$ cat src/hdl/dris_pkg.sv
// Constants, register map and types of the reference input selector
// Assumes a 25 MHz control clock and an APB register bus
package dris_pkg;

    // ----------------------------------------
    // Sizes
    // ----------------------------------------
    localparam int NUM_REFS = 4;
    localparam int IDX_W    = 2;
    localparam int PRIO_W   = 4;
    localparam int CMPF_W   = 4;
    localparam int VT_W     = 8;
    localparam int MON_W    = 4;
    localparam int INT_W    = 4;

    // ----------------------------------------
    // Register offsets (byte addresses)
    // ----------------------------------------
    localparam logic [7:0] ADDR_CTRL    = 8'h00;
    localparam logic [7:0] ADDR_MAN_SEL = 8'h04;
    localparam logic [7:0] ADDR_PRIO    = 8'h08;
    localparam logic [7:0] ADDR_INCFG   = 8'h0C;
    localparam logic [7:0] ADDR_VALTIME = 8'h10;
    localparam logic [7:0] ADDR_MONEN   = 8'h14;
    localparam logic [7:0] ADDR_CMPF    = 8'h18;
    localparam logic [7:0] ADDR_STATUS  = 8'h1C;
    localparam logic [7:0] ADDR_INT_ST  = 8'h20;
    localparam logic [7:0] ADDR_INT_EN  = 8'h24;
    localparam logic [7:0] ADDR_INT_CLR = 8'h28;

    // ----------------------------------------
    // Field positions
    // ----------------------------------------
    localparam int CTRL_MODE_LSB   = 0;
    localparam int CTRL_PIN_SEL    = 2;
    localparam int CTRL_HITLESS_EN = 3;
    localparam int CTRL_SLEW_SEL   = 4;
    localparam int INCFG_FIELD_W   = 5;
    localparam int INCFG_DC_BIT    = 4;
    localparam int ST_SEL_LSB      = 0;
    localparam int ST_ACTIVE       = 2;
    localparam int ST_HOLDOVER     = 3;
    localparam int ST_FREERUN      = 4;
    localparam int ST_VALID_LSB    = 8;
    localparam int INT_SWITCH      = 0;
    localparam int INT_HOLDOVER    = 1;
    localparam int INT_FREERUN     = 2;
    localparam int INT_VALID_CHG   = 3;

    // ----------------------------------------
    // Reset values
    // ----------------------------------------
    localparam logic [31:0] CTRL_RESET    = 32'h0000_0000;
    localparam logic [31:0] PRIO_RESET    = 32'h0000_3210;
    localparam logic [31:0] VALTIME_RESET = 32'h1010_1010;
    localparam logic [31:0] MONEN_RESET   = 32'h0000_FFFF;
    localparam logic [31:0] ZERO_RESET    = 32'h0000_0000;

    // ----------------------------------------
    // Input type codes
    // ----------------------------------------
    localparam logic [3:0] TYPE_DC_DIFF     = 4'h0;
    localparam logic [3:0] TYPE_AC_DIFF     = 4'h1;
    localparam logic [3:0] TYPE_DC_DIFF_T   = 4'h2;
    localparam logic [3:0] TYPE_AC_DIFF_T   = 4'h3;
    localparam logic [3:0] TYPE_DC_SE50     = 4'h4;
    localparam logic [3:0] TYPE_AC_SE50     = 4'h5;
    localparam logic [3:0] TYPE_LOGIC       = 4'h8;
    localparam logic [3:0] TYPE_LOGIC_T50   = 4'hC;

    // ----------------------------------------
    // Timing
    // ----------------------------------------
    localparam int CLK_PERIOD_NS = 40;
    localparam int TICK_NS       = 1000;
    localparam int TICK_CYCLES   = TICK_NS / CLK_PERIOD_NS;

    // ----------------------------------------
    // Types
    // ----------------------------------------
    typedef enum logic [1:0]
    {
        MODE_AUTO_REV,
        MODE_AUTO_NONREV,
        MODE_MAN_FALLBACK,
        MODE_MAN_HOLDOVER
    } dris_mode_e;

    typedef enum logic [1:0]
    {
        SEL_FREERUN,
        SEL_TRACK,
        SEL_HOLDOVER
    } dris_state_e;

endpackage

$ cat src/hdl/dris_qualifier.sv
// Validation timer for one reference input
// Assumes monitor flags synchronous to the clock and a slow tick enable
`timescale 1ns/100ps
module dris_qualifier
#(
    parameter int VT_W  = 8,
    parameter int MON_W = 4
)
(
    // Clock and reset
    input  wire logic             i_clock,
    input  wire logic             i_resetn,
    // Timing
    input  wire logic             i_tick,
    input  wire logic [VT_W-1:0]  i_val_time,
    // Monitors
    input  wire logic [MON_W-1:0] i_flags,
    input  wire logic [MON_W-1:0] i_mon_en,
    // Result
    output logic                  o_valid
);

    logic [VT_W-1:0] count;
    logic            flagged;

    // Disabled monitors are ignored entirely
    assign flagged = |(i_flags & i_mon_en);

    always_ff @(posedge i_clock or negedge i_resetn)
    begin
        if (!i_resetn)
        begin
            count   <= '0;
            o_valid <= 1'b0;
        end
        else if (flagged)
        begin
            count   <= '0;
            o_valid <= 1'b0;
        end
        else if (i_tick && !o_valid)
        begin
            if (count >= i_val_time)
                o_valid <= 1'b1;
            else
                count <= count + 1'b1;
        end
    end
endmodule

$ cat src/hdl/dris_top.sv
// Reference input configuration and selection for one DPLL
// Assumes APB from software, monitor flags and DPLL history flag
// synchronous to I_CLOCK
//
// What this block does
// - Any of four inputs can drive DPLL
// - Switch only between common comparison frequencies, except to manual choice after failure
// - Type codes 0-5 set termination and bias
// - Logic type uses AC path or bypass
// - Amplitude detector on only for type codes 0-5 with the DC bit clear
// - Revertive picks best valid, switches up immediately
// - Non-revertive keeps input until it fails
// - Manual choice from register or pins
// - Fallback moves to best valid on failure
// - No valid input: holdover if history, else free-run
// - Manual holdover mode never tries other inputs
// - Manual choice valid again resumes tracking
// - Hitless by cancellation or slew, configurable
// - Hitless off passes phase step through
// - Valid only after monitors clear for timer
`timescale 1ns/100ps
module dris_top
#(
    parameter int NUM_REFS = dris_pkg::NUM_REFS
)
(
    // Clock and reset
    input  wire logic                I_CLOCK,
    input  wire logic                I_RESETN,
    // APB slave
    input  wire logic                I_PSEL,
    input  wire logic                I_PENABLE,
    input  wire logic                I_PWRITE,
    input  wire logic [7:0]          I_PADDR,
    input  wire logic [31:0]         I_PWDATA,
    output logic [31:0]              O_PRDATA,
    output logic                     O_PREADY,
    output logic                     O_PSLVERR,
    // Reference inputs and monitors
    input  wire logic [NUM_REFS-1:0] I_REF_CLK_IN,
    input  wire logic [15:0]         I_MON_FLAGS,
    input  wire logic [1:0]          I_MAN_SEL_PINS,
    input  wire logic                I_TUNE_HIST_VALID,
    // Input buffer switches
    output logic [NUM_REFS-1:0]      O_SE_TERM_SWITCH,
    output logic [NUM_REFS-1:0]      O_DIFF_TERM_SWITCH,
    output logic [NUM_REFS-1:0]      O_BIAS_SWITCH,
    output logic [NUM_REFS-1:0]      O_AC_CAP_BYPASS_SWITCH,
    output logic [NUM_REFS-1:0]      O_AMP_DET_EN,
    // DPLL side
    output logic                     O_REF_CLK,
    output logic [1:0]               O_REF_SEL,
    output logic                     O_REF_ACTIVE,
    output logic                     O_HOLDOVER,
    output logic                     O_FREERUN,
    output logic                     O_SWITCHOVER,
    output logic                     O_HITLESS_CANCEL,
    output logic                     O_HITLESS_SLEW,
    output logic                     O_PHASE_STEP,
    // Interrupt
    output logic                     O_IRQ
);

    // ----------------------------------------
    // Functions
    // ----------------------------------------
    // Returns {amp, s4, s3, s2, s1}; unknown codes leave all off
    function automatic logic [4:0] buf_decode(input logic dc,
                                              input logic [3:0] t);
        logic [4:0] r;
        r = 5'h00;
        if (!dc)
        begin
            unique case (t)
                dris_pkg::TYPE_DC_DIFF:   r = 5'b10000;
                dris_pkg::TYPE_AC_DIFF:   r = 5'b10100;
                dris_pkg::TYPE_DC_DIFF_T: r = 5'b10010;
                dris_pkg::TYPE_AC_DIFF_T: r = 5'b10110;
                dris_pkg::TYPE_DC_SE50:   r = 5'b10001;
                dris_pkg::TYPE_AC_SE50:   r = 5'b10101;
                dris_pkg::TYPE_LOGIC:     r = 5'b00000;
                default:                  r = 5'h00;
            endcase
        end
        else if (t == dris_pkg::TYPE_LOGIC)
            r = 5'b01000;
        else if (t == dris_pkg::TYPE_LOGIC_T50)
            r = 5'b01001;
        return r;
    endfunction

    // Returns {found, index}; lower priority code wins, ties go low
    function automatic logic [2:0] pick_best(input logic [3:0] elig,
                                             input logic [15:0] prio);
        logic [2:0] r;
        logic [3:0] bp;
        r  = 3'b000;
        bp = 4'hF;
        for (int i = 0; i < 4; i++)
        begin
            if (elig[i] && (!r[2] || prio[i*4 +: 4] < bp))
            begin
                r  = {1'b1, 2'(i)};
                bp = prio[i*4 +: 4];
            end
        end
        return r;
    endfunction

    // ----------------------------------------
    // Registers
    // ----------------------------------------
    logic [4:0]  ctrl;
    logic [1:0]  man_sel;
    logic [15:0] prio;
    logic [19:0] incfg;
    logic [31:0] valtime;
    logic [15:0] monen;
    logic [15:0] cmpf;
    logic [3:0]  int_stat;
    logic [3:0]  int_en;
    logic [31:0] rd_data;
    logic        addr_ok;
    logic        setup;
    logic        wr_fire;

    assign setup   = I_PSEL && !I_PENABLE;
    assign wr_fire = I_PSEL && I_PENABLE && O_PREADY && I_PWRITE
                     && !O_PSLVERR;

    // ----------------------------------------
    // Selection state
    // ----------------------------------------
    dris_pkg::dris_state_e state;
    dris_pkg::dris_state_e next_state;
    dris_pkg::dris_mode_e  mode;
    logic [1:0]  sel;
    logic [1:0]  next_sel;
    logic [1:0]  man_target;
    logic [3:0]  ref_valid;
    logic [3:0]  valid_prev;
    logic [3:0]  compat;
    logic [3:0]  elig;
    logic [2:0]  best;
    logic        do_switch;
    logic [3:0]  events;
    logic [4:0]  tick_cnt;
    logic        tick;

    always_comb
    begin
        rd_data = 32'h0000_0000;
        addr_ok = 1'b1;
        unique case (I_PADDR)
            dris_pkg::ADDR_CTRL:    rd_data = {27'h0, ctrl};
            dris_pkg::ADDR_MAN_SEL: rd_data = {30'h0, man_sel};
            dris_pkg::ADDR_PRIO:    rd_data = {16'h0, prio};
            dris_pkg::ADDR_INCFG:   rd_data = {12'h0, incfg};
            dris_pkg::ADDR_VALTIME: rd_data = valtime;
            dris_pkg::ADDR_MONEN:   rd_data = {16'h0, monen};
            dris_pkg::ADDR_CMPF:    rd_data = {16'h0, cmpf};
            dris_pkg::ADDR_STATUS:  rd_data = {20'h0, ref_valid, 3'h0,
                O_FREERUN, O_HOLDOVER, O_REF_ACTIVE, O_REF_SEL};
            dris_pkg::ADDR_INT_ST:  rd_data = {28'h0, int_stat};
            dris_pkg::ADDR_INT_EN:  rd_data = {28'h0, int_en};
            dris_pkg::ADDR_INT_CLR: rd_data = 32'h0000_0000;
            default:                addr_ok = 1'b0;
        endcase
    end

    // One wait-free access phase: answer registered in the setup cycle
    always_ff @(posedge I_CLOCK or negedge I_RESETN)
    begin
        if (!I_RESETN)
        begin
            O_PREADY  <= 1'b0;
            O_PSLVERR <= 1'b0;
            O_PRDATA  <= 32'h0000_0000;
        end
        else
        begin
            O_PREADY  <= setup;
            O_PSLVERR <= setup && !addr_ok;
            O_PRDATA  <= (setup && !I_PWRITE) ? rd_data : 32'h0000_0000;
        end
    end

    always_ff @(posedge I_CLOCK or negedge I_RESETN)
    begin
        if (!I_RESETN)
        begin
            ctrl    <= dris_pkg::CTRL_RESET[4:0];
            man_sel <= dris_pkg::ZERO_RESET[1:0];
            prio    <= dris_pkg::PRIO_RESET[15:0];
            incfg   <= dris_pkg::ZERO_RESET[19:0];
            valtime <= dris_pkg::VALTIME_RESET;
            monen   <= dris_pkg::MONEN_RESET[15:0];
            cmpf    <= dris_pkg::ZERO_RESET[15:0];
            int_en  <= dris_pkg::ZERO_RESET[3:0];
        end
        else if (wr_fire)
        begin
            unique case (I_PADDR)
                dris_pkg::ADDR_CTRL:    ctrl    <= I_PWDATA[4:0];
                dris_pkg::ADDR_MAN_SEL: man_sel <= I_PWDATA[1:0];
                dris_pkg::ADDR_PRIO:    prio    <= I_PWDATA[15:0];
                dris_pkg::ADDR_INCFG:   incfg   <= I_PWDATA[19:0];
                dris_pkg::ADDR_VALTIME: valtime <= I_PWDATA;
                dris_pkg::ADDR_MONEN:   monen   <= I_PWDATA[15:0];
                dris_pkg::ADDR_CMPF:    cmpf    <= I_PWDATA[15:0];
                dris_pkg::ADDR_INT_EN:  int_en  <= I_PWDATA[3:0];
                default:                ;
            endcase
        end
    end

    // Set wins over a clear in the same cycle
    always_ff @(posedge I_CLOCK or negedge I_RESETN)
    begin
        if (!I_RESETN)
        begin
            int_stat <= 4'h0;
            O_IRQ    <= 1'b0;
        end
        else
        begin
            int_stat <= (int_stat & ~((wr_fire && I_PADDR ==
                        dris_pkg::ADDR_INT_CLR) ? I_PWDATA[3:0] : 4'h0))
                        | events;
            O_IRQ    <= |(int_stat & int_en);
        end
    end

    // ----------------------------------------
    // Input buffers and qualification
    // ----------------------------------------
    always_ff @(posedge I_CLOCK or negedge I_RESETN)
    begin
        if (!I_RESETN)
        begin
            O_SE_TERM_SWITCH       <= '0;
            O_DIFF_TERM_SWITCH     <= '0;
            O_BIAS_SWITCH          <= '0;
            O_AC_CAP_BYPASS_SWITCH <= '0;
            O_AMP_DET_EN           <= '0;
            tick_cnt               <= 5'h00;
            tick                   <= 1'b0;
        end
        else
        begin
            for (int i = 0; i < NUM_REFS; i++)
            begin
                {O_AMP_DET_EN[i], O_AC_CAP_BYPASS_SWITCH[i],
                 O_BIAS_SWITCH[i], O_DIFF_TERM_SWITCH[i],
                 O_SE_TERM_SWITCH[i]} <= buf_decode(incfg[i*5 + 4],
                                                    incfg[i*5 +: 4]);
            end
            tick     <= (tick_cnt == 5'(dris_pkg::TICK_CYCLES - 1));
            tick_cnt <= (tick_cnt == 5'(dris_pkg::TICK_CYCLES - 1)) ?
                        5'h00 : tick_cnt + 5'h01;
        end
    end

    for (genvar g = 0; g < NUM_REFS; g++)
    begin : g_qual
        dris_qualifier
        #(
            .VT_W  (dris_pkg::VT_W),
            .MON_W (dris_pkg::MON_W)
        )
        u_qual
        (
            .i_clock    (I_CLOCK),
            .i_resetn   (I_RESETN),
            .i_tick     (tick),
            .i_val_time (valtime[g*8 +: 8]),
            .i_flags    (I_MON_FLAGS[g*4 +: 4]),
            .i_mon_en   (monen[g*4 +: 4]),
            .o_valid    (ref_valid[g])
        );
    end

    // ----------------------------------------
    // Reference selection
    // ----------------------------------------
    assign mode       = dris_pkg::dris_mode_e'(ctrl[1:0]);
    assign man_target = ctrl[dris_pkg::CTRL_PIN_SEL] ? I_MAN_SEL_PINS
                                                      : man_sel;
    always_comb
    begin
        for (int i = 0; i < 4; i++)
            compat[i] = (state != dris_pkg::SEL_TRACK)
                        || cmpf[i*4 +: 4] == cmpf[sel*4 +: 4];
    end
    assign elig = ref_valid & compat;
    assign best = pick_best(elig, prio);

    always_comb
    begin
        next_state = state;
        next_sel   = sel;
        if (state == dris_pkg::SEL_TRACK && ref_valid[sel])
        begin
            if (mode == dris_pkg::MODE_AUTO_REV && best[2])
                next_sel = best[1:0];
            else if ((mode == dris_pkg::MODE_MAN_FALLBACK
                      || mode == dris_pkg::MODE_MAN_HOLDOVER)
                     && elig[man_target])
                next_sel = man_target;
        end
        else if (mode == dris_pkg::MODE_MAN_HOLDOVER
                 || mode == dris_pkg::MODE_MAN_FALLBACK)
        begin
            if (ref_valid[man_target])
            begin
                next_state = dris_pkg::SEL_TRACK;
                next_sel   = man_target;
            end
            else if (mode == dris_pkg::MODE_MAN_FALLBACK && best[2])
            begin
                next_state = dris_pkg::SEL_TRACK;
                next_sel   = best[1:0];
            end
            else if (state == dris_pkg::SEL_TRACK)
                next_state = I_TUNE_HIST_VALID ? dris_pkg::SEL_HOLDOVER
                             : dris_pkg::SEL_FREERUN;
        end
        else if (best[2])
        begin
            next_state = dris_pkg::SEL_TRACK;
            next_sel   = best[1:0];
        end
        else if (state == dris_pkg::SEL_TRACK)
            next_state = I_TUNE_HIST_VALID ? dris_pkg::SEL_HOLDOVER
                         : dris_pkg::SEL_FREERUN;
    end

    assign do_switch = next_state == dris_pkg::SEL_TRACK
                       && (state != dris_pkg::SEL_TRACK || next_sel != sel);
    assign events = {valid_prev != ref_valid,
        state == dris_pkg::SEL_TRACK && next_state == dris_pkg::SEL_FREERUN,
        state == dris_pkg::SEL_TRACK && next_state == dris_pkg::SEL_HOLDOVER,
        do_switch};

    always_ff @(posedge I_CLOCK or negedge I_RESETN)
    begin
        if (!I_RESETN)
        begin
            state            <= dris_pkg::SEL_FREERUN;
            sel              <= 2'h0;
            valid_prev       <= 4'h0;
            O_REF_SEL        <= 2'h0;
            O_REF_ACTIVE     <= 1'b0;
            O_HOLDOVER       <= 1'b0;
            O_FREERUN        <= 1'b1;
            O_SWITCHOVER     <= 1'b0;
            O_HITLESS_CANCEL <= 1'b0;
            O_HITLESS_SLEW   <= 1'b0;
            O_PHASE_STEP     <= 1'b0;
            O_REF_CLK        <= 1'b0;
        end
        else
        begin
            state        <= next_state;
            sel          <= next_sel;
            valid_prev   <= ref_valid;
            O_REF_SEL    <= next_sel;
            O_REF_ACTIVE <= next_state == dris_pkg::SEL_TRACK;
            O_HOLDOVER   <= next_state == dris_pkg::SEL_HOLDOVER;
            O_FREERUN    <= next_state == dris_pkg::SEL_FREERUN;
            O_SWITCHOVER <= do_switch;
            O_HITLESS_CANCEL <= do_switch && ctrl[3] && !ctrl[4];
            O_HITLESS_SLEW   <= do_switch && ctrl[3] && ctrl[4];
            O_PHASE_STEP     <= do_switch && !ctrl[3];
            // Clock is resampled, so this path only suits slow references
            O_REF_CLK <= (state == dris_pkg::SEL_TRACK)
                         && I_REF_CLK_IN[sel];
        end
    end
endmodule

$ cat config.mk
export PLATFORM = sky130hd
export DESIGN_NAME = dris_top
export DESIGN_NICKNAME = d
export VERILOG_FILES = /design/src/hdl/dris_pkg.sv /design/src/hdl/dris_qualifier.sv /design/src/hdl/dris_top.sv
export SDC_FILE = /design/constraint.sdc
export NUM_CORES = 1
export LEC_CHECK = 0
export BUFFER_PORTS_ARGS = -buffer_cell sky130_fd_sc_hd__clkbuf_2
export CAP_MARGIN = 30
export CORE_UTILIZATION = 40
export CTS_CLUSTER_SIZE = 40
export DETAILED_ROUTE_END_ITERATION = 10
export GPL_TIMING_DRIVEN = 0
export HOLD_SLACK_MARGIN = 0.15
export SYNTH_ARGS = -nofsm -noshare
export SYNTH_HDL_FRONTEND = slang
export SYNTH_SLANG_ARGS = --single-unit
$ cat constraint.sdc
create_clock -name I_CLOCK -period 11.4 [get_ports I_CLOCK]
set_input_delay 2.28 -clock I_CLOCK [delete_from_list [all_inputs] [get_ports I_CLOCK]]
set_output_delay 2.28 -clock I_CLOCK [all_outputs]
set_load 0.05 [all_outputs]
# ---- After elaboration in Yosys (flattened, before gate mapping)
# Cells that the tools add are included.
dict set report word_totals {
  in_bits 68
  output_inout_bits 65
  elab_cells 279
  ff_bits 228
}
dict set report op_classes {
  shifts 1
  reduce_logical 86
  n_eq_ne 55
  n_addsub 5
  mux 75
  n_lt_le_gt_ge 9
  bitwise 9
}
# operator n
set op_table {}
lappend op_table {{$pmux W32 S10} 1}
lappend op_table {{$pmux W5 S6} 4}
lappend op_table {{$mux W8} 12}
lappend op_table {{$mux W4} 12}
lappend op_table {{$add A8 B1 Y8 const B} 4}
lappend op_table {{$eq A4 B2 Y1 const B} 8}
lappend op_table {{$eq A4 B3 Y1 const B} 8}
lappend op_table {{$eq A4 B4 Y1 const B} 8}
lappend op_table {{$eq A8 B5 Y1 const B} 4}
lappend op_table {{$ge A8 B8 Y1} 4}
lappend op_table {{$mux W32} 1}
lappend op_table {{$reduce_and A2 Y1} 16}
lappend op_table {{$mux W2} 15}
lappend op_table {{$and A4 B4 Y4} 7}
lappend op_table {{$logic_and A1 B1 Y1} 27}
lappend op_table {{$mux W5} 5}
lappend op_table {{$eq A8 B6 Y1 const B} 3}
lappend op_table {{$reduce_or A4 Y1} 5}
lappend op_table {{$mux W1} 17}
lappend op_table {{$eq A4 B1 Y1 const B} 4}
lappend op_table {{$eq A4 B4 Y1} 4}
lappend op_table {{$eq A8 B4 Y1 const B} 2}
lappend op_table {{$logic_not A4 Y1} 4}
lappend op_table {{$reduce_bool A2 Y1} 8}
lappend op_table {{20 further kinds} 57}

# ---- Longest topological paths before layout
# Gate-level depths: netlist of the first run.
dict set report depth {
  word_depth 27
  depth_mapped 29
  ltp_nobuf 28
}

# ---- Cells and area by module
# From an unflattened synthesis of the first run, not the netlist that was laid out.
dict set report hier_totals {
  cells_unflattened 1056
  hier_area_um2 11971.5
}
# mod cells_per_inst seq_area_each_um2 area_each_um2 n_inst
set by_module_without_submodules {}
lappend by_module_without_submodules {dris_top 736 4835.9 9123.8 1}
lappend by_module_without_submodules {dris_qualifier 80 225.2 711.9 4}

# ---- Worst setup path after synthesis of the first run
# No wires, ideal clock.
dict set report synth_timing {
  kind {flip-flop to flip-flop}
  start {register sel[1]}
  end {register O_PHASE_STEP}
  setup_slack_ns 5.099
  arrival_time_ns 6.153
  path_stages_with_launch 26
  synth_period_minus_slack_ns 6.301
  path_buffers 0
  t_required_ns 11.252
  cell_sequence {dfrtp_1 mux2i_1 mux2i_1 nor3_2 a21oi_1 nor2_1 ha_1 o21ai_0 o31ai_4 nand2_1 o21ai_0 o21ai_0 ha_1 a2111oi_0 nand2_1 o31a_2 mux2_2 ha_1 a21o_1 a21oi_1 o21ai_0 a211oi_1 o21ai_1 a311oi_2 nor3b_4 a221oi_1}
}
dict set report synth_via {
  elab_chain_len 26
  elab_cells_between_ends 54
}
# item line_no
set synth_lines {}
lappend synth_lines {{from (decl)} dris_top.sv:137} ;# logic [1:0] sel;
lappend synth_lines {{from (signal assigned)} dris_top.sv:365} ;# sel <= next_sel;
lappend synth_lines {{$shiftx A16 B5 Y4} dris_top.sv:293} ;# || cmpf[i*4 +: 4] == cmpf[sel*4 +: 4];
lappend synth_lines {{$eq A4 B4 Y1} dris_top.sv:293}
lappend synth_lines {{$logic_or A1 B1 Y1} dris_top.sv:293}
lappend synth_lines {{$and A4 B4 Y4} dris_top.sv:295} ;# assign elig = ref_valid & compat;
lappend synth_lines {{$mux W4 / $mux W3 (equally long branches)} dris_top.sv:101} ;# if (elig[i] && (!r[2] || prio[i*4 +: 4] < bp))
lappend synth_lines {{$lt A4 B4 Y1 / $logic_not A1 Y1 (equally long branches)} dris_top.sv:101}
lappend synth_lines {{$logic_or A1 B1 Y1} dris_top.sv:101}
lappend synth_lines {{$logic_and A1 B1 Y1} dris_top.sv:101}
lappend synth_lines {{[10 not listed]} --}
lappend synth_lines {{$mux W2} dris_top.sv:319} ;# else if (mode == dris_pkg::MODE_MAN_FALLBACK && best[2])
lappend synth_lines {{$mux W2} dris_top.sv:314} ;# if (ref_valid[man_target])
lappend synth_lines {{$mux W2} dris_top.sv:311} ;# else if (mode == dris_pkg::MODE_MAN_HOLDOVER
lappend synth_lines {{$mux W2} dris_top.sv:302} ;# if (state == dris_pkg::SEL_TRACK && ref_valid[sel])
lappend synth_lines {{$ne A2 B2 Y1} dris_top.sv:339} ;# && (state != dris_pkg::SEL_TRACK || next_sel != sel);
lappend synth_lines {{$logic_or A1 B1 Y1} dris_top.sv:339}
lappend synth_lines {{$logic_and A1 B1 Y1 (*)} dris_top.sv:339}
lappend synth_lines {{$logic_and A1 B1 Y1 (*)} dris_top.sv:374} ;# O_PHASE_STEP <= do_switch && !ctrl[3];
lappend synth_lines {{to (signal assigned)} dris_top.sv:374}
lappend synth_lines {{to (decl)} dris_top.sv:59} ;# output logic O_PHASE_STEP,
# Mark *: on every way between the ends. The rest lies on a longest branch, timed or not. The select of a mux whose other input is x is not followed.
# A chain may end at the register's enable or synchronous reset.

# ---- Worst setup path in the final report of the first run
# Ends and elaborated chain as after synthesis.

==> results of run 1 <==
[layer usage]
layer | share of wire | track usage | vias to the layer above
met5 | 0.0012 | 0 | -
met4 | 0.024 | 0.0627 | 6
met3 | 0.058 | 0.0371 | 57
met2 | 0.47 | 0.343 | 247
met1 | 0.45 | 0.292 | 4413
li1 | - | - | 4163
[power groups by stage]
stage / combinational (mW) / sequential, mW / clock [mW]
after CTS: 0.406 / 0.868 / 0.841
after global routing: 0.447 / 0.872 / 0.872
after global placement: 0.395 / 0.882 / 0
final: 0.404 / 0.869 / 0.823
after floorplan: 0.261 / 0.903 / 0
after detailed placement: 0.404 / 0.882 / 0
[state kept, by name (all words and copies together), names as in the netlist, 4 cells and up]
signal	flops
O_PRDATA	32
valtime	32
cmpf	16
monen	16
int_en	4
prio	16
O_AMP_DET_EN	4
incfg	20
g_qual.u_qual.count	32
tick_cnt	5
ctrl	5
O_BIAS_SWITCH	4
O_AC_CAP_BYPASS_SWITCH	4
O_DIFF_TERM_SWITCH	4
valid_prev	4
O_SE_TERM_SWITCH	4
g_qual.u_qual.o_valid	4
int_stat	4
[layout by cell type, fill, tap and decap left out, types with 13 or more instances in the layout]
cell | synthesis | final
ha_1 | 45 | 45
dfrtp_1 | 203 | 203
and2_1 | 13 | 13
nand2_1 | 54 | 54
nand2b_1 | 13 | 13
clkbuf_16 | 0 | 27
mux2i_1 | 18 | 18
inv_1 | 50 | 50
dfstp_2 | 25 | 25
mux2_2 | 115 | 115
xor2_1 | 45 | 45
a21o_1 | 28 | 28
a22oi_1 | 38 | 38
clkbuf_1 | 27 | 31
nor2_1 | 90 | 90
clkbuf_2 | 1 | 132
xnor2_1 | 13 | 13
o21ai_0 | 26 | 26
nor3_1 | 19 | 19
a21oi_1 | 32 | 32
[cell families (layout without fill, tap and decap cells)]
kind of cell    after synthesis  in the layout
simple gates                254            254
compound gates              229            229
flops                       228            228
mux                         137            137
buf+inv                      92            274
xor+xnor                     58             58
fa+ha+maj                    45             45
other cells                   0              1
[final cells by class]
type	instances	area (um2)
well taps	384	480
repair buffers	134	724
inverters	51	191
fillers	2765	15000
diodes	1	2.50
clock inverters	10	63.8
plain buffers	41	179
flip-flops and latches	228	5740
multi-input cells	723	5660
clock buffers	38	787
[worst max-delay path, cell delays in order (launching register included)]
cell       delay, ps
dfrtp_1          510
mux2i_1          390
mux2i_1          390
nor3_2           100
a21oi_1          300
nor2_1           110
ha_1             320
o21ai_0          140
o31ai_4          250
nand2_1          110
o21ai_0          430
o21ai_0          190
ha_1             320
a2111oi_0        690
nand2_1          120
o31a_2           410
mux2_2           290
ha_1             290
a21o_1           180
a21oi_1          280
o21ai_0          120
a211oi_1         240
o21ai_1          150
a311oi_2         290
nor3b_4          320
a221oi_1         120
[how the worst min path moves through the flow]
stage,end,depth (start not counted)
finish,valid_prev[0],0
global route,valid_prev[0],0
CTS,valid_prev[0],0
detailed placement,valid_prev[0],0
global placement,valid_prev[2],0
floorplan,valid_prev[0],0
==> metrics, run 1 <==
async set or reset register ratio after synthesis=1.00; capture point of the worst path=O_PHASE_STEP; Post-Synth Adder-Cell Area=0.0478; r2r setup slk=4170 ps; maximum fanout along the worst path=5; max-cap violations=0; H-tree Lvls=1; Final GP Congestion=0.906; design area=13800 um2; Synth area leaders=dfrtp_1, mux2_2, dfstp_2; routed vias/inst=5.52; clock buffer depth=3; hold_ws=371 ps; most frequent cell after synthesis=dfrtp_1; Hold Fails Final Rpt=0; Worst Hold Class=register to register; Placement Setup Slack=4260 ps; Worst Setup SP=sel[1]; Gate power share=0.193; Reg-to-Reg Start=sel[1]; layout cells sized above 1=0.290; dpl hpwl=23200 um; synth warn=0; die area=30100 um2; Root Driver=clkbuf_16; router iterations before antenna repair=5; Net Sw Power=618 uW; Simple-Gate Fraction of Synth Area=0.109; sum of negative setup slack=0 ps; crit path capture type=register; port buffer count=132; fin crit period=7230 ps; post-synthesis register bit count=228; drt drc=0; outcome=complete, no violations; post-synthesis average cell area=11.3 um2; initial antenna violation count=4; Clk Latency, worst-skew pair=540 ps; clock network power share=0.393; Syn Inst Count=1043; final worst-path cycle share=0.634; hold path start=g_qual[0].u_qual.o_valid; ANT nets after route=0; CTS sink count=228; fraction of synthesized cell area in xor and xnor cells=0.0432; nets@finish=1318; row count=62; largest family of logic cells by synthesized area=compound AO/OA/AOI/OAI gates; grt total ovfl=0; multiplexer share of the synthesized area=0.132; Sw Share=0.295; initial core utilization=0.408; placed cell area=13000 um2; Cell Pwr Density=151 nW/um2; Pwr Total=2.09 mW; Post-Route WL=31600 um; Chip Width=174 um; via count=8886; unrepaired setup endpoints after global routing=no; final std cells w/o fill=1610; core area=28900 um2; Int Pwr=1.48 mW; Routed WL per cell=19.6 um; post-cts sizing count=0; Setup Viol. Count Final=0; Layout Skew=21.2 ps; TritonCTS clock tree=yes; Req. time, crit path=11790 ps; Final Util=0.479; CP arrival=7620 ps; global-route wire length before repair=50200 um; GRT Overall Usage=0.212; RR Endpoint=O_PHASE_STEP; Critical Path Start Type=register; Synth Area in Compound Gates=0.149; Yosys top cell by area=dfrtp_1; Leakage=6.42 nW; postcts setup bufs=0; Max Slew Vio Count=0; PnR worst setup slack=4170 ps; Max-slew headroom=0.333; top cell type's share of synthesized area=0.432; Distinct cells, synth=80; WS Path Type=register to register; peak supply drop=112 uV; EDFF count, synth=0; Die Span Y=174 um; I/O pin count=133; Worst-path clk slew=70 ps; Least-Margin Pin Slew=991 ps; Mapped Area=11800 um2; R2R depth=25; largest net degree at the start of global routing=105; vias in the first global route=8919; fmax=0.138 GHz; initial drt markers=643; cts bufs inserted=26; Area Growth Syn to Fin=17.5%; syn nets=1156; placed insts=1561; commonest cells in the netlist=dfrtp_1, mux2_2, nor2_1; Seq/Total Area, Yosys=0.487; Hold-fix buffers, CTS=0; Reg power frac=0.415; Main synth FF type=dfrtp_1
Power figures use the tool's default switching activity.
==> run 2, diff against run 1 <==
ABC_AREA = 1   (was default)
clock period = 6.41 ns   (was 11.4 ns; I/O delays follow)
==> run 2 against run 1 <==
  * Hold slack better by 4.5 ps
  * Non-clock buffer count down 6
  * Clock skew down 6.1 ps
  * Global-route usage up 2.2 points
  * Synthesized cell count up 28%
  * Final cell count up 18%
  * Clock power up 96%
  * Utilization up 0.38 points
  * Die area down 4.4%
  * Critical path type unchanged
  * Critical endpoint is now int_stat[0]
  * Largest cell class unchanged
==> metrics, run 2 <==
outcome=complete, no violations (unchanged); vias in the first global route=9372 (was 8919); Pwr Total=4.52 mW (was 2.09 mW); CTS sink count=228 (unchanged); async set or reset register ratio after synthesis=1.00 (unchanged); Synth area leaders=dfrtp_1, nand2_1, inv_1 (was dfrtp_1, mux2_2, dfstp_2); dpl hpwl=24500 um (was 23200 um); unrepaired setup endpoints after global routing=no (unchanged); Main synth FF type=dfrtp_1 (unchanged); WS Path Type=register to register (unchanged); Int Pwr=2.93 mW (was 1.48 mW); router iterations before antenna repair=5 (unchanged); initial antenna violation count=0 (was 4); Chip Width=170 um (was 174 um); Die Span Y=170 um (was 174 um); initial drt markers=907 (was 643); Slowest cell on crit path=o21ai_0 (was a2111oi_0); Least-Margin Pin Slew=1040 ps (was 991 ps); I/O pin count=133 (unchanged); Cell Pwr Density=338 nW/um2 (was 151 nW/um2); Reg power frac=0.343 (was 0.415); final worst-path cycle share=0.850 (was 0.634); CP most frequent cell=nand2_1 (was o21ai_0); Routed WL per cell=17.3 um (was 19.6 um); Max-slew headroom=0.305 (was 0.333); EDFF count, synth=0 (unchanged); grt total ovfl=0 (unchanged); nets@finish=1607 (was 1318); hold_ws=376 ps (was 371 ps); fmax=0.184 GHz (was 0.138 GHz); peak supply drop=175 uV (was 112 uV); most frequent cell after synthesis=nand2_1 (was dfrtp_1); GRT Overall Usage=0.235 (was 0.212); hold path depth=0 (unchanged); TritonCTS clock tree=yes (unchanged); Placement Setup Slack=1070 ps (was 4260 ps); Clk Latency, worst-skew pair=540 ps (about the same); Worst-path clk slew=60 ps (was 70 ps); Yosys top cell by area=dfrtp_1 (unchanged); Leakage=6.54 nW (was 6.42 nW); port buffer count=132 (unchanged); CP max stage delay=410 ps (was 690 ps); via count=9677 (was 8886); post-synthesis register bit count=228 (unchanged); ANT nets after route=0 (unchanged); drt drc=0 (unchanged); placed insts=1844 (was 1561); Req. time, crit path=6830 ps (was 11790 ps); core area=27700 um2 (was 28900 um2); placed cell area=12500 um2 (was 13000 um2); Setup Viol. Count Final=0 (unchanged); largest registers=O_PRDATA (32), g_qual.u_qual.count (32), valtime (32) (unchanged); commonest cells in the netlist=nand2_1, inv_1, dfrtp_1 (was dfrtp_1, mux2_2, nor2_1); R2R depth=46 (was 25); postcts setup bufs=0 (unchanged); antenna cells=0 (was 1); top cell type's share of synthesized area=0.452 (was 0.432); clock buffer depth=3 (unchanged); Final GP Congestion=0.912 (was 0.906); crit path capture type=register (unchanged); Final Util=0.483 (was 0.479); Seq/Total Area, Yosys=0.510 (was 0.487); Mapped Area=11200 um2 (was 11800 um2); Area Growth Syn to Fin=18.9% (was 17.5%); cts bufs inserted=26 (unchanged); Hold Fails Final Rpt=0 (unchanged); final std cells w/o fill=1892 (was 1610); Layout Skew=15.1 ps (was 21.2 ps); die area=28800 um2 (was 30100 um2); Hold-fix buffers, CTS=0 (unchanged); Root Driver=clkbuf_16 (unchanged); fin crit period=5450 ps (was 7230 ps); sum of negative setup slack=0 ps (unchanged); maximum fanout along the worst path=10 (was 5); most frequent cells in the layout=nand2_1, inv_1, dfrtp_1 (was dfrtp_1, clkbuf_2, mux2_2); Gate power share=0.301 (was 0.193); Critical Path Start Type=register (unchanged); post-cts sizing count=0 (unchanged); Syn Inst Count=1332 (was 1043); clock network power share=0.356 (was 0.393); Post-Route WL=32800 um (was 31600 um); Net Sw Power=1.58 mW (was 618 uW); PnR worst setup slack=965 ps (was 4170 ps); H-tree Lvls=1 (unchanged); Distinct cells, synth=43 (was 80); synth warn=0 (unchanged); commonest non-fill, non-tap cell in the layout=nand2_1 (was dfrtp_1); max-cap violations=0 (unchanged); Sw Share=0.351 (was 0.295); row count=61 (was 62); global-route wire length before repair=52100 um (was 50200 um); largest net degree at the start of global routing=103 (was 105); design area=13400 um2 (was 13800 um2); syn nets=1445 (was 1156); Worst Hold Class=register to register (unchanged); layout cells sized above 1=0.162 (was 0.290); Max Slew Vio Count=0 (unchanged); routed vias/inst=5.11 (was 5.52); initial core utilization=0.406 (was 0.408); CP arrival=5860 ps (was 7620 ps); post-synthesis average cell area=8.45 um2 (was 11.3 um2)
[run 2: cell types whose count changed in the layout (fill, tap and decap cells not counted), sizes merged, moves of 18 or more]
cell,change
a21oi,+50
a21o,-28
nand3,+38
inv,+162
xor2,-33
o21ai,+129
o22ai,+19
mux2,-115
a22oi,-38
nand2,+235
mux2i,-18
[run 2: logic make-up after synthesis]
group | share of synthesized area
XOR/XNOR | 0.0132
multiplexers | 0.00100
adder cells (fa/ha/maj) | 0.0501
AO/OA/AOI/OAI | 0.155
AND/OR/NAND/NOR | 0.184
buffers and inverters | 0.0868
flip-flops | 0.510
[run 2: cell type report]
type / count / area [um2]
multi-input combinational: 856 / 4540
sequential: 228 / 5740
clock buffer: 35 / 756
timing repair buffer: 134 / 724
buffer: 35 / 171
clock inverter: 13 / 173
inverter: 213 / 805
tap: 378 / 473
fill: 2714 / 14300
[run 2: critical path, delay by kind of cell, from the launching register on]
kind / cells / cell delay, ps
AOI/OAI and AO/OA: 2 / 660
adders and majority gates: 3 / 900
buffers and inverters: 6 / 550
DFF: 1 / 400
and+or+nand+nor: 35 / 2790
[run 2: final timing paths]
check / start / slack (ps) / endpoint
max in group asynchronous: I_RESETN / 4810 / prio[9]
setup / recovery: sel[1] / 960 / int_stat[0]
setup reg to reg: sel[1] / 960 / int_stat[0]
min in group asynchronous: I_RESETN / 710 / O_HITLESS_SLEW
hold / removal: g_qual[0].u_qual.o_valid / 380 / valid_prev[0]
hold reg to reg: g_qual[0].u_qual.o_valid / 380 / valid_prev[0]
[run 2: routing by layer]
metal  vias up  share of wire  GRT usage
met5         -              0          0
met4         0          0.023     0.0689
met3        54          0.065     0.0438
met2       318           0.44      0.355
met1      4612           0.47      0.341
li1       4693              -          -
[run 2: power by group through the flow]
stage	registers [mW]	logic (mW)	clock network [mW]
floorplan	1.63	0.925	0
global placement	1.58	1.31	0
detailed placement	1.57	1.35	0
CTS	1.55	1.35	1.64
global route	1.56	1.54	1.70
finish	1.55	1.36	1.61
